### config.mk
export PLATFORM = sky130hd
export DESIGN_NAME = ldcr_regs
export DESIGN_NICKNAME = d
export VERILOG_FILES = /design/src/rtl/ldcr_pkg.sv /design/src/rtl/ldcr_regs.sv
export VERILOG_INCLUDE_DIRS = /design/src /design/src/rtl
export SDC_FILE = /design/constraint.sdc
export NUM_CORES = 1
export LEC_CHECK = 0
export ABC_AREA = 1
export BUFFER_PORTS_ARGS = -buffer_cell sky130_fd_sc_hd__buf_2
export CELL_PAD_IN_SITES_DETAIL_PLACEMENT = 2
export CELL_PAD_IN_SITES_GLOBAL_PLACEMENT = 2
export CORE_MARGIN = 5
export CORE_UTILIZATION = 27
export CTS_CLUSTER_DIAMETER = 80
export DETAILED_ROUTE_END_ITERATION = 6
export PLACE_DENSITY_LB_ADDON = 0.1
export SLEW_MARGIN = 20
export SYNTH_ARGS = -nofsm -noshare
export SYNTH_HDL_FRONTEND = slang
export SYNTH_SLANG_ARGS = --single-unit
### constraint.sdc
create_clock -name sys_clk_i -period 1.5 [get_ports sys_clk_i]
set_clock_uncertainty 0.1 [all_clocks]
set_input_delay 0 -clock sys_clk_i [delete_from_list [all_inputs] [get_ports sys_clk_i]]
set_output_delay 0 -clock sys_clk_i [all_outputs]
set_load 0.1 [all_outputs]
### src/rtl/ldcr_defs.svh
// Index, field position and reset-value macros for the logical device configuration bank.
// Assumes the includer sees a plain 8-bit config index and data path.
`ifndef LDCR_DEFS_SVH
`define LDCR_DEFS_SVH

`define LDCR_LDN_FLOPPY        8'h00
`define LDCR_LDN_PARALLEL      8'h03
`define LDCR_LDN_SERIAL1       8'h04

`define LDCR_IDX_MODE          8'hF0
`define LDCR_IDX_OPTION        8'hF1
`define LDCR_IDX_TYPES         8'hF2
`define LDCR_IDX_RSVD          8'hF3
`define LDCR_IDX_DRV0          8'hF4
`define LDCR_IDX_DRV1          8'hF5

`define LDCR_RST_FLOPPY_MODE   8'h0E
`define LDCR_RST_FLOPPY_OPT    8'h00
`define LDCR_RST_TYPES         8'hFF
`define LDCR_RST_DRV           8'h00
`define LDCR_RST_PAR_MODE      8'h3C
`define LDCR_RST_PAR_MODE2     8'h00
`define LDCR_RST_SER1_MODE     8'h00

// Writable-bit masks; zero bits are reserved and read back as zero
`define LDCR_MSK_FLOPPY_MODE   8'hDF
`define LDCR_MSK_FLOPPY_OPT    8'h0D
`define LDCR_MSK_DRV           8'h5B
`define LDCR_MSK_PAR_MODE2     8'h10
`define LDCR_MSK_SER1_MODE     8'h83

`define LDCR_FM_MODE_BIT       0
`define LDCR_FM_DMA_BIT        1
`define LDCR_FM_IFM_LSB        2
`define LDCR_FM_SWAP_BIT       4
`define LDCR_FM_OTYPE_BIT      6
`define LDCR_FM_OCTL_BIT       7
`define LDCR_FO_FWP_BIT        0
`define LDCR_FO_DENS_LSB       2
`define LDCR_DRV_PRECOMP_BIT   6
`define LDCR_PM_THR_LSB        3
`define LDCR_PM_ITYPE_BIT      7
`define LDCR_PM2_TMO_BIT       4
`define LDCR_SM_MIDI_BIT       0
`define LDCR_SM_HS_BIT         1
`define LDCR_SM_SHARE_BIT      7

`endif

### src/rtl/ldcr_pkg.sv
// Types for the logical device configuration bank.
// Assumes ldcr_defs.svh supplies the numeric constants.
`default_nettype none
package ldcr_pkg;

    typedef enum logic [1:0] {
        LDCR_IFM_MODEL30  = 2'b00,
        LDCR_IFM_ALT      = 2'b01,
        LDCR_IFM_RSVD     = 2'b10,
        LDCR_IFM_DEFAULT  = 2'b11
    } ldcr_ifm_t;

    typedef enum logic [2:0] {
        LDCR_PM_SPP       = 3'b000,
        LDCR_PM_EPP19     = 3'b001,
        LDCR_PM_ECP       = 3'b010,
        LDCR_PM_ECP_EPP19 = 3'b011,
        LDCR_PM_PRINTER   = 3'b100,
        LDCR_PM_EPP17     = 3'b101,
        LDCR_PM_RSVD      = 3'b110,
        LDCR_PM_ECP_EPP17 = 3'b111
    } ldcr_pmode_t;

endpackage : ldcr_pkg
`default_nettype wire

### src/rtl/ldcr_regs.sv
// Vendor configuration bank for the floppy, parallel and first serial logical devices,
// plus the small amount of pin steering those settings drive.
// Assumes index/data port decoding upstream: the current logical device number,
// the selected index and one-cycle read/write strobes arrive already decoded.
// What this block does
// Defaults only on power-on or bus reset
// Floppy mode bit0 selects enhanced mode
// Floppy mode bit1 selects non-burst DMA
// Bits 3:2 select floppy interface mode
// Swap bit exchanges drive 0/1 select, motor
// Output-type bit 0 gives open-drain drivers
// Output-control bit 0 keeps outputs driven
// Write-protect from forced, pin, or disable
// Density field forces density output 1/0
// Drive types for A, B; spare pairs kept
// Index F3 reads zero, ignores writes
// Drive 0 type, rate table, precomp disable
// Drive 1 register mirrors drive 0 layout
// Three-bit parallel port mode selection
// ECP FIFO threshold bits 6:3, default 0111
// Pulsed interrupt when type bit set, except in SPP and printer modes
// Interrupt follows ack in EPP-like modes
// Level interrupt in ECP/test/FIFO modes
// Timeout flag clear by write or read
// Serial mode bit0 enables MIDI
// Serial mode bit1 enables high speed
// Share bit makes both lines assert
// Shared line carries OR of requests
`include "ldcr_defs.svh"
`timescale 1ns/100ps
`default_nettype none

module ldcr_regs
    import ldcr_pkg::*;
(
    input  wire logic       sys_clk_i, // 20 MHz clock
    input  wire logic       resetn_i, // Power-on or bus reset
    input  wire logic       soft_reset_i, // Ignored on purpose
    input  wire logic [7:0] ldn_i, // Logical device
    input  wire logic [7:0] cfg_index_i, // Index
    input  wire logic [7:0] cfg_wdata_i, // Write data
    input  wire logic       cfg_wr_i, // Write strobe
    input  wire logic       cfg_rd_i, // Read strobe
    output logic      [7:0] cfg_rdata_o, // Read data
    output logic            cfg_hit_o, // Index is ours
    // Floppy side
    input  wire logic [1:0] core_drive_select_n_i, // Core selects
    input  wire logic [1:0] core_motor_on_n_i, // Core motors
    input  wire logic       write_protect_in_n_i, // Protect pin
    input  wire logic       floppy_wp_disable_i, // Protect disable bit
    input  wire logic       core_density_i, // Core density
    output logic      [1:0] drive_select_n_o, // Select pins
    output logic      [1:0] motor_on_n_o, // Motor pins
    output logic            floppy_out_oe_o, // Outputs enabled
    output logic            floppy_push_pull_o, // 0 open drain
    output logic            write_protect_o, // To core, status_reg_a
    output logic            density_o, // Density pin
    output logic            floppy_enhanced_o, // Enhanced mode 2
    output logic            floppy_non_burst_o, // Non-burst DMA
    output logic      [1:0] floppy_ifmode_o, // Interface mode
    output logic      [7:0] drive_type_bits_o, // Drive types
    output logic      [1:0] drv0_type_o, // Drive 0 type
    output logic      [1:0] drv0_rate_o, // Drive 0 rate
    output logic            drv0_precomp_disable_o, // Drive 0 precomp off
    output logic      [1:0] drv1_type_o, // Drive 1 type
    output logic      [1:0] drv1_rate_o, // Drive 1 rate
    output logic            drv1_precomp_disable_o, // Drive 1 precomp off
    // Parallel side
    input  wire logic       ack_n_i, // Acknowledge pin
    input  wire logic       par_irq_req_i, // Port request
    input  wire logic       par_ecp_level_mode_i, // ECP, test or FIFO
    input  wire logic       epp_status_rd_i, // Status read
    input  wire logic       epp_timeout_set_i, // Timeout event
    input  wire logic       epp_timeout_wr1_i, // Flag written 1
    output logic      [2:0] par_mode_o, // Port mode
    output logic      [3:0] ecp_threshold_o, // FIFO threshold
    output logic            par_irq_o, // Irq value
    output logic            par_irq_oe_o, // Irq enable
    output logic            epp_timeout_flag_o, // Timeout flag
    // Serial side
    input  wire logic       uart1_irq_i, // Port 1 request
    input  wire logic       uart2_irq_i, // Port 2 request
    output logic            midi_en_o, // MIDI support
    output logic            high_speed_o, // High speed
    output logic            uart1_irq_o, // Line 1
    output logic            uart2_irq_o // Line 2
);

    logic [7:0] fmode_r, fmode_nxt;
    logic [7:0] fopt_r,  fopt_nxt;
    logic [7:0] ftype_r, ftype_nxt;
    logic [7:0] drv0_r,  drv0_nxt;
    logic [7:0] drv1_r,  drv1_nxt;
    logic [7:0] pmode_r, pmode_nxt;
    logic [7:0] pmod2_r, pmod2_nxt;
    logic [7:0] smode_r, smode_nxt;
    logic       tmo_r,   tmo_nxt;
    logic       srd_r,   srd_nxt;
    logic       ack_r,   ack_nxt;
    logic       pulse_r, pulse_nxt;
    logic [7:0] rdata_r, rdata_nxt;
    logic       hit;
    logic       wr_f, wr_p, wr_s;
    logic       is_f, is_p, is_s;
    ldcr_pmode_t pm;

    assign is_f = (ldn_i == `LDCR_LDN_FLOPPY);
    assign is_p = (ldn_i == `LDCR_LDN_PARALLEL);
    assign is_s = (ldn_i == `LDCR_LDN_SERIAL1);
    assign wr_f = cfg_wr_i && is_f;
    assign wr_p = cfg_wr_i && is_p;
    assign wr_s = cfg_wr_i && is_s;
    assign pm   = ldcr_pmode_t'(pmode_r[2:0]);

    // Register writes; reserved bits masked so they always read zero
    always_comb begin
        fmode_nxt = fmode_r;
        fopt_nxt  = fopt_r;
        ftype_nxt = ftype_r;
        drv0_nxt  = drv0_r;
        drv1_nxt  = drv1_r;
        pmode_nxt = pmode_r;
        pmod2_nxt = pmod2_r;
        smode_nxt = smode_r;
        if (wr_f && cfg_index_i == `LDCR_IDX_MODE) begin
            fmode_nxt = cfg_wdata_i & `LDCR_MSK_FLOPPY_MODE; // see R2, see R3
        end else if (wr_f && cfg_index_i == `LDCR_IDX_OPTION) begin
            fopt_nxt = cfg_wdata_i & `LDCR_MSK_FLOPPY_OPT;
        end else if (wr_f && cfg_index_i == `LDCR_IDX_TYPES) begin
            ftype_nxt = cfg_wdata_i;
        end else if (wr_f && cfg_index_i == `LDCR_IDX_DRV0) begin
            drv0_nxt = cfg_wdata_i & `LDCR_MSK_DRV;
        end else if (wr_f && cfg_index_i == `LDCR_IDX_DRV1) begin
            drv1_nxt = cfg_wdata_i & `LDCR_MSK_DRV;
        end else if (wr_p && cfg_index_i == `LDCR_IDX_MODE) begin
            pmode_nxt = cfg_wdata_i; // see R14
        end else if (wr_p && cfg_index_i == `LDCR_IDX_OPTION) begin
            pmod2_nxt = cfg_wdata_i & `LDCR_MSK_PAR_MODE2;
        end else if (wr_s && cfg_index_i == `LDCR_IDX_MODE) begin
            smode_nxt = cfg_wdata_i & `LDCR_MSK_SER1_MODE; // see R20
        end
        // Index F3 matches no branch, so writes there fall away
    end

    // Only resetn_i restores defaults; soft reset is not wired in on purpose
    always_ff @(posedge sys_clk_i or negedge resetn_i) begin
        if (!resetn_i) begin
            fmode_r <= `LDCR_RST_FLOPPY_MODE;
            fopt_r  <= `LDCR_RST_FLOPPY_OPT;
            ftype_r <= `LDCR_RST_TYPES;
            drv0_r  <= `LDCR_RST_DRV;
            drv1_r  <= `LDCR_RST_DRV;
            pmode_r <= `LDCR_RST_PAR_MODE;
            pmod2_r <= `LDCR_RST_PAR_MODE2;
            smode_r <= `LDCR_RST_SER1_MODE;
        end else begin
            fmode_r <= fmode_nxt;
            fopt_r  <= fopt_nxt;
            ftype_r <= ftype_nxt;
            drv0_r  <= drv0_nxt;
            drv1_r  <= drv1_nxt;
            pmode_r <= pmode_nxt;
            pmod2_r <= pmod2_nxt;
            smode_r <= smode_nxt;
        end
    end

    // Read mux, registered so read data stands one cycle after the strobe
    always_comb begin
        hit       = 1'b1;
        rdata_nxt = rdata_r;
        if (is_f && cfg_index_i == `LDCR_IDX_MODE) begin
            rdata_nxt = fmode_r;
        end else if (is_f && cfg_index_i == `LDCR_IDX_OPTION) begin
            rdata_nxt = fopt_r;
        end else if (is_f && cfg_index_i == `LDCR_IDX_TYPES) begin
            rdata_nxt = ftype_r;
        end else if (is_f && cfg_index_i == `LDCR_IDX_RSVD) begin
            rdata_nxt = 8'h00;
        end else if (is_f && cfg_index_i == `LDCR_IDX_DRV0) begin
            rdata_nxt = drv0_r;
        end else if (is_f && cfg_index_i == `LDCR_IDX_DRV1) begin
            rdata_nxt = drv1_r;
        end else if (is_p && cfg_index_i == `LDCR_IDX_MODE) begin
            rdata_nxt = pmode_r;
        end else if (is_p && cfg_index_i == `LDCR_IDX_OPTION) begin
            rdata_nxt = pmod2_r;
        end else if (is_s && cfg_index_i == `LDCR_IDX_MODE) begin
            rdata_nxt = smode_r;
        end else begin
            hit       = 1'b0;
            rdata_nxt = 8'h00;
        end
        if (!cfg_rd_i) begin
            rdata_nxt = rdata_r;
        end
    end

    // EPP timeout flag: a new event beats a clear in the same cycle
    always_comb begin
        srd_nxt = epp_status_rd_i;
        tmo_nxt = tmo_r;
        if (pmod2_r[`LDCR_PM2_TMO_BIT]) begin
            if (srd_r && !epp_status_rd_i) begin
                tmo_nxt = 1'b0;
            end
        end else if (epp_timeout_wr1_i) begin
            tmo_nxt = 1'b0;
        end
        if (epp_timeout_set_i) begin
            tmo_nxt = 1'b1;
        end
    end

    // Pulsed parallel interrupt: one low cycle per rising request, then released
    always_comb begin
        ack_nxt   = par_irq_req_i;
        pulse_nxt = par_irq_req_i && !ack_r;
    end

    always_ff @(posedge sys_clk_i or negedge resetn_i) begin
        if (!resetn_i) begin
            rdata_r <= 8'h00;
            tmo_r   <= 1'b0;
            srd_r   <= 1'b0;
            ack_r   <= 1'b0;
            pulse_r <= 1'b0;
        end else begin
            rdata_r <= rdata_nxt;
            tmo_r   <= tmo_nxt;
            srd_r   <= srd_nxt;
            ack_r   <= ack_nxt;
            pulse_r <= pulse_nxt;
        end
    end

    assign cfg_rdata_o        = rdata_r;
    assign cfg_hit_o          = hit;
    assign epp_timeout_flag_o = tmo_r;

    // Floppy mode and drive type fields
    assign floppy_enhanced_o  = fmode_r[`LDCR_FM_MODE_BIT];
    assign floppy_non_burst_o = fmode_r[`LDCR_FM_DMA_BIT];
    assign floppy_ifmode_o    = fmode_r[`LDCR_FM_IFM_LSB +: 2];
    assign floppy_push_pull_o = fmode_r[`LDCR_FM_OTYPE_BIT];
    assign floppy_out_oe_o    = !fmode_r[`LDCR_FM_OCTL_BIT];
    assign drive_type_bits_o  = ftype_r;

    // Drive swap is purely combinational so select and motor move together
    always_comb begin
        if (fmode_r[`LDCR_FM_SWAP_BIT]) begin
            drive_select_n_o = {core_drive_select_n_i[0], core_drive_select_n_i[1]};
            motor_on_n_o     = {core_motor_on_n_i[0], core_motor_on_n_i[1]};
        end else begin
            drive_select_n_o = core_drive_select_n_i;
            motor_on_n_o     = core_motor_on_n_i;
        end
    end

    // Forced protect applies whenever a drive is selected (selects are active low)
    assign write_protect_o = (fopt_r[`LDCR_FO_FWP_BIT] && !(&core_drive_select_n_i))
                           || !write_protect_in_n_i || floppy_wp_disable_i;

    always_comb begin
        case (fopt_r[`LDCR_FO_DENS_LSB +: 2])
            2'b10:   density_o = 1'b1;
            2'b11:   density_o = 1'b0;
            default: density_o = core_density_i;
        endcase
    end

    // Per-drive settings
    assign drv0_type_o            = drv0_r[1:0];
    assign drv0_rate_o            = drv0_r[4:3];
    assign drv0_precomp_disable_o = drv0_r[`LDCR_DRV_PRECOMP_BIT];
    assign drv1_type_o            = drv1_r[1:0];
    assign drv1_rate_o            = drv1_r[4:3];
    assign drv1_precomp_disable_o = drv1_r[`LDCR_DRV_PRECOMP_BIT];

    // Parallel mode and interrupt styling
    assign par_mode_o      = pmode_r[2:0];
    assign ecp_threshold_o = pmode_r[`LDCR_PM_THR_LSB +: 4];

    always_comb begin
        par_irq_o    = par_irq_req_i;
        par_irq_oe_o = 1'b1;
        if (pmode_r[`LDCR_PM_ITYPE_BIT] && pm != LDCR_PM_PRINTER && pm != LDCR_PM_SPP) begin
            par_irq_o    = 1'b0;
            par_irq_oe_o = pulse_r;
        end else if (!pmode_r[`LDCR_PM_ITYPE_BIT] && par_ecp_level_mode_i) begin
            par_irq_o    = par_irq_req_i;
        end else if (!pmode_r[`LDCR_PM_ITYPE_BIT] && pm != LDCR_PM_PRINTER && pm != LDCR_PM_SPP) begin
            par_irq_o    = !ack_n_i;
        end
    end

    // Serial mode and interrupt sharing
    assign midi_en_o    = smode_r[`LDCR_SM_MIDI_BIT];
    assign high_speed_o = smode_r[`LDCR_SM_HS_BIT];
    assign uart1_irq_o  = smode_r[`LDCR_SM_SHARE_BIT] ? (uart1_irq_i || uart2_irq_i) : uart1_irq_i; // see R22
    assign uart2_irq_o  = smode_r[`LDCR_SM_SHARE_BIT] ? (uart1_irq_i || uart2_irq_i) : uart2_irq_i; // see R22

endmodule : ldcr_regs

`default_nettype wire

==> flow_metrics.tcl <==
set metrics [dict create \
    core.rowCount 36 \
    drive_above_1_share_pct 43.2 \
    ant_nets 0 \
    yosysWarnings 0 \
    syn_nets 388 \
    vdd_drop_max_mv 0.305 \
    die_y_um 110 \
    tns_ns -0.0997 \
    initial_core_util_pct 27.7 \
    path_class "register to output port" \
    numCtsBuffers 5 \
    grt_max_degree 33 \
    ys_seq_area_share_pct 48.5 \
    finalCriticalPeriod_ns 1.60 \
    async_flop_share_pct 100 \
    p_leak_nw 2.03 \
    fill_cells 1185 \
    netlist_area_mm2 0.00272 \
    io_buffers 95 \
    fin_hold_ws_ns -0.00313 \
    synthTopCellsByCount "nand2_1, dfrtp_1, o21ai_1" \
    synth_edf_count 0 \
    crit_required_ns 1.40 \
    dr.pass1.iters 4 \
    fin_area_mm2 0.00408 \
    ios 97 \
    htree_levels 2 \
    clock_latency_ns 0.32 \
    clk_pin_slew_ns 0.11 \
    fin_crit_sh_pct 107 \
    grt_pass1_vias 3183 \
    place_area_mm2 0.00372 \
    area_growth_pct 50.0 \
    coreArea_mm2 0.00982 \
    yosys.area.top_type "dfrtp_1" \
    antenna_cells 0 \
    ys_top_cells_by_area "dfrtp_1, dfstp_2, nand2_1" \
    via_per_inst 4.70 \
    max_freq_mhz 625 \
    die_w_um 110 \
    tightest_slew_ns 0.506 \
    dp_hpwl_um 8240 \
    power_density_mw_per_mm2 673 \
    startpoint_type "register" \
    seqCellArea_mm2 0.00133 \
    crit_fanout 2 \
    die-area_mm2 0.0122 \
    vias 2917 \
    clockRootBuffer "clkbuf_8" \
    avgSynthCellArea_um2 7.91 \
    synth_top_area_share_pct 34.0 \
    cts_tree "yes" \
    rsz0062_at_grt "true" \
    worstPathArrival_ns 1.50 \
    drc 0 \
    violations "hold timing, setup timing" \
    max_cap_violations 0 \
    gr-total-overflow 0 \
    synthCells 344 \
    post_drt_wl_per_cell_um 17.2 \
    synth_most_common_cell "nand2_1" \
    hold_viol 1 \
    antenna_found_initial 0 \
    drtIter0Drc 66 \
    grt_use_total_pct 17.2 \
    setup_viol 1 \
    gp_congestion 0.789 \
    nets 531 \
    fin_ws_ns -0.0997 \
    endpoint_kind "output port" \
    clk_path_buf_depth 2 \
    drv_slew 0 \
    outcome "finished, violations left" \
    clock_sinks 52 \
    multi_input_area_mm2 0.00129 \
    synth_ff_type "dfrtp_1" \
    ys_types 32 \
    slew_headroom_pct 66.5 \
    drt_wl_total_um 10700 \
    holdCritPathClass "input port to register" \
    synth_seq_cells 52 \
    grt_pass1_wl_um 17000 \
]
-- power by group --
group | internal (mW) | total, mW | switching (mW)
Clock | 0.344 | 0.890 | 0.545
Combinational | 0.143 | 0.440 | 0.296
Sequential | 1.41 | 1.42 | 0.00428
-- timing repair --
action,4_1_cts,5_1_grt
gates resized for setup,7,11
hold buffers,14,0
hold endpoints to repair,84,0
cloned,0,0
endpoints found under the setup margin,7,8
buffers inserted,2,8
pin swaps,3,4
-- metrics by stage --
step	worst slack [ns]	total power [mW]	std cells	utilization (%)	hold slack, ns
2_1_floorplan	-0.348	1.66	344	-	-0.396
3_3_place_gp	-0.0146	1.84	589	37.8	-0.237
3_5_place_dp	-0.0698	1.85	589	37.8	-0.236
4_1_cts	-0.123	2.78	613	40.6	0.0132
5_1_grt	-0.157	2.88	621	41.6	0.0536
6_report	-0.0997	2.75	621	41.6	-0.00313
-- final cells by class --
| type | instances | area share [%] |
|---|---|---|
| Tap cell | 133 | 4.07 |
| Inverter | 36 | 3.37 |
| Timing Repair Buffer | 152 | 26.2 |
| Clock buffer | 5 | 1.69 |
| Clock inverter | 3 | 0.674 |
| Sequential cell | 52 | 32.5 |
| Multi-Input combinational cell | 240 | 31.5 |
-- critical path, stage by stage (launching register included) --
cell and delay (ns):
dfrtp_1 0.42, nor2_4 0.16, nor2_4 0.06, a311oi_4 0.33, buf_12 0.21
-- routing by layer --
metal | GRT usage, % | wire length (µm)
met2 | 31.1 | 5680
met5 | 0 | 0
met4 | 3.37 | 120
met3 | 3.50 | 413
met1 | 21.1 | 4490
-- cells by family (layout without fill, tap and decap cells) --
| family | Yosys count | count (layout) | synth area share [%] |
|---|---|---|---|
| compound gates | 65 | 65 | 13.6 |
| flops | 52 | 52 | 48.5 |
| simple gates | 175 | 175 | 29.0 |
| buf+inv | 52 | 196 | 8.87 |
-- state kept, by name, indices dropped and copies added (netlist names) --
signal              cells
pulse_r                 1
pmod2_r                 1
fmode_r                 7
drive_type_bits_o       8
cfg_rdata_o             8
fopt_r                  3
drv0_r                  5
drv1_r                  5
pmode_r                 8
epp_timeout_flag_o      1
srd_r                   1
ack_r                   1
smode_r                 3
-- final timing paths --
kind	start	endpoint	slack, ns	cells after the start
max	pmode_r[0]	par_irq_o	-0.1	4
min	cfg_wdata_i[1]	drive_type_bits_o[1]	-0.003	3
max reg2reg	pmode_r[1]	cfg_rdata_o[1]	0.08	8
min reg2reg	ack_r	pulse_r	0.31	1
max in group asynchronous	resetn_i	pmode_r[7]	0.45	3
min in group asynchronous	resetn_i	fopt_r[2]	0.12	3
-- placed cells by master, fill, tap and decap left out, drive strengths merged --
cell,instances
or2,2
clkbuf,9
o21ai,52
dfstp,15
nand3,18
inv,36
nand4,9
clkinv,2
a32o,1
a311oi,1
dfrtp,37
o22a,1
nand3b,2
clkinvlp,1
and3,1
a21oi,9
nand2,107
buf,134
dlygate4sd3,14
nor3,4
nor2,32
o2111ai,1
No activity file was read; power rests on OpenSTA's default activity.
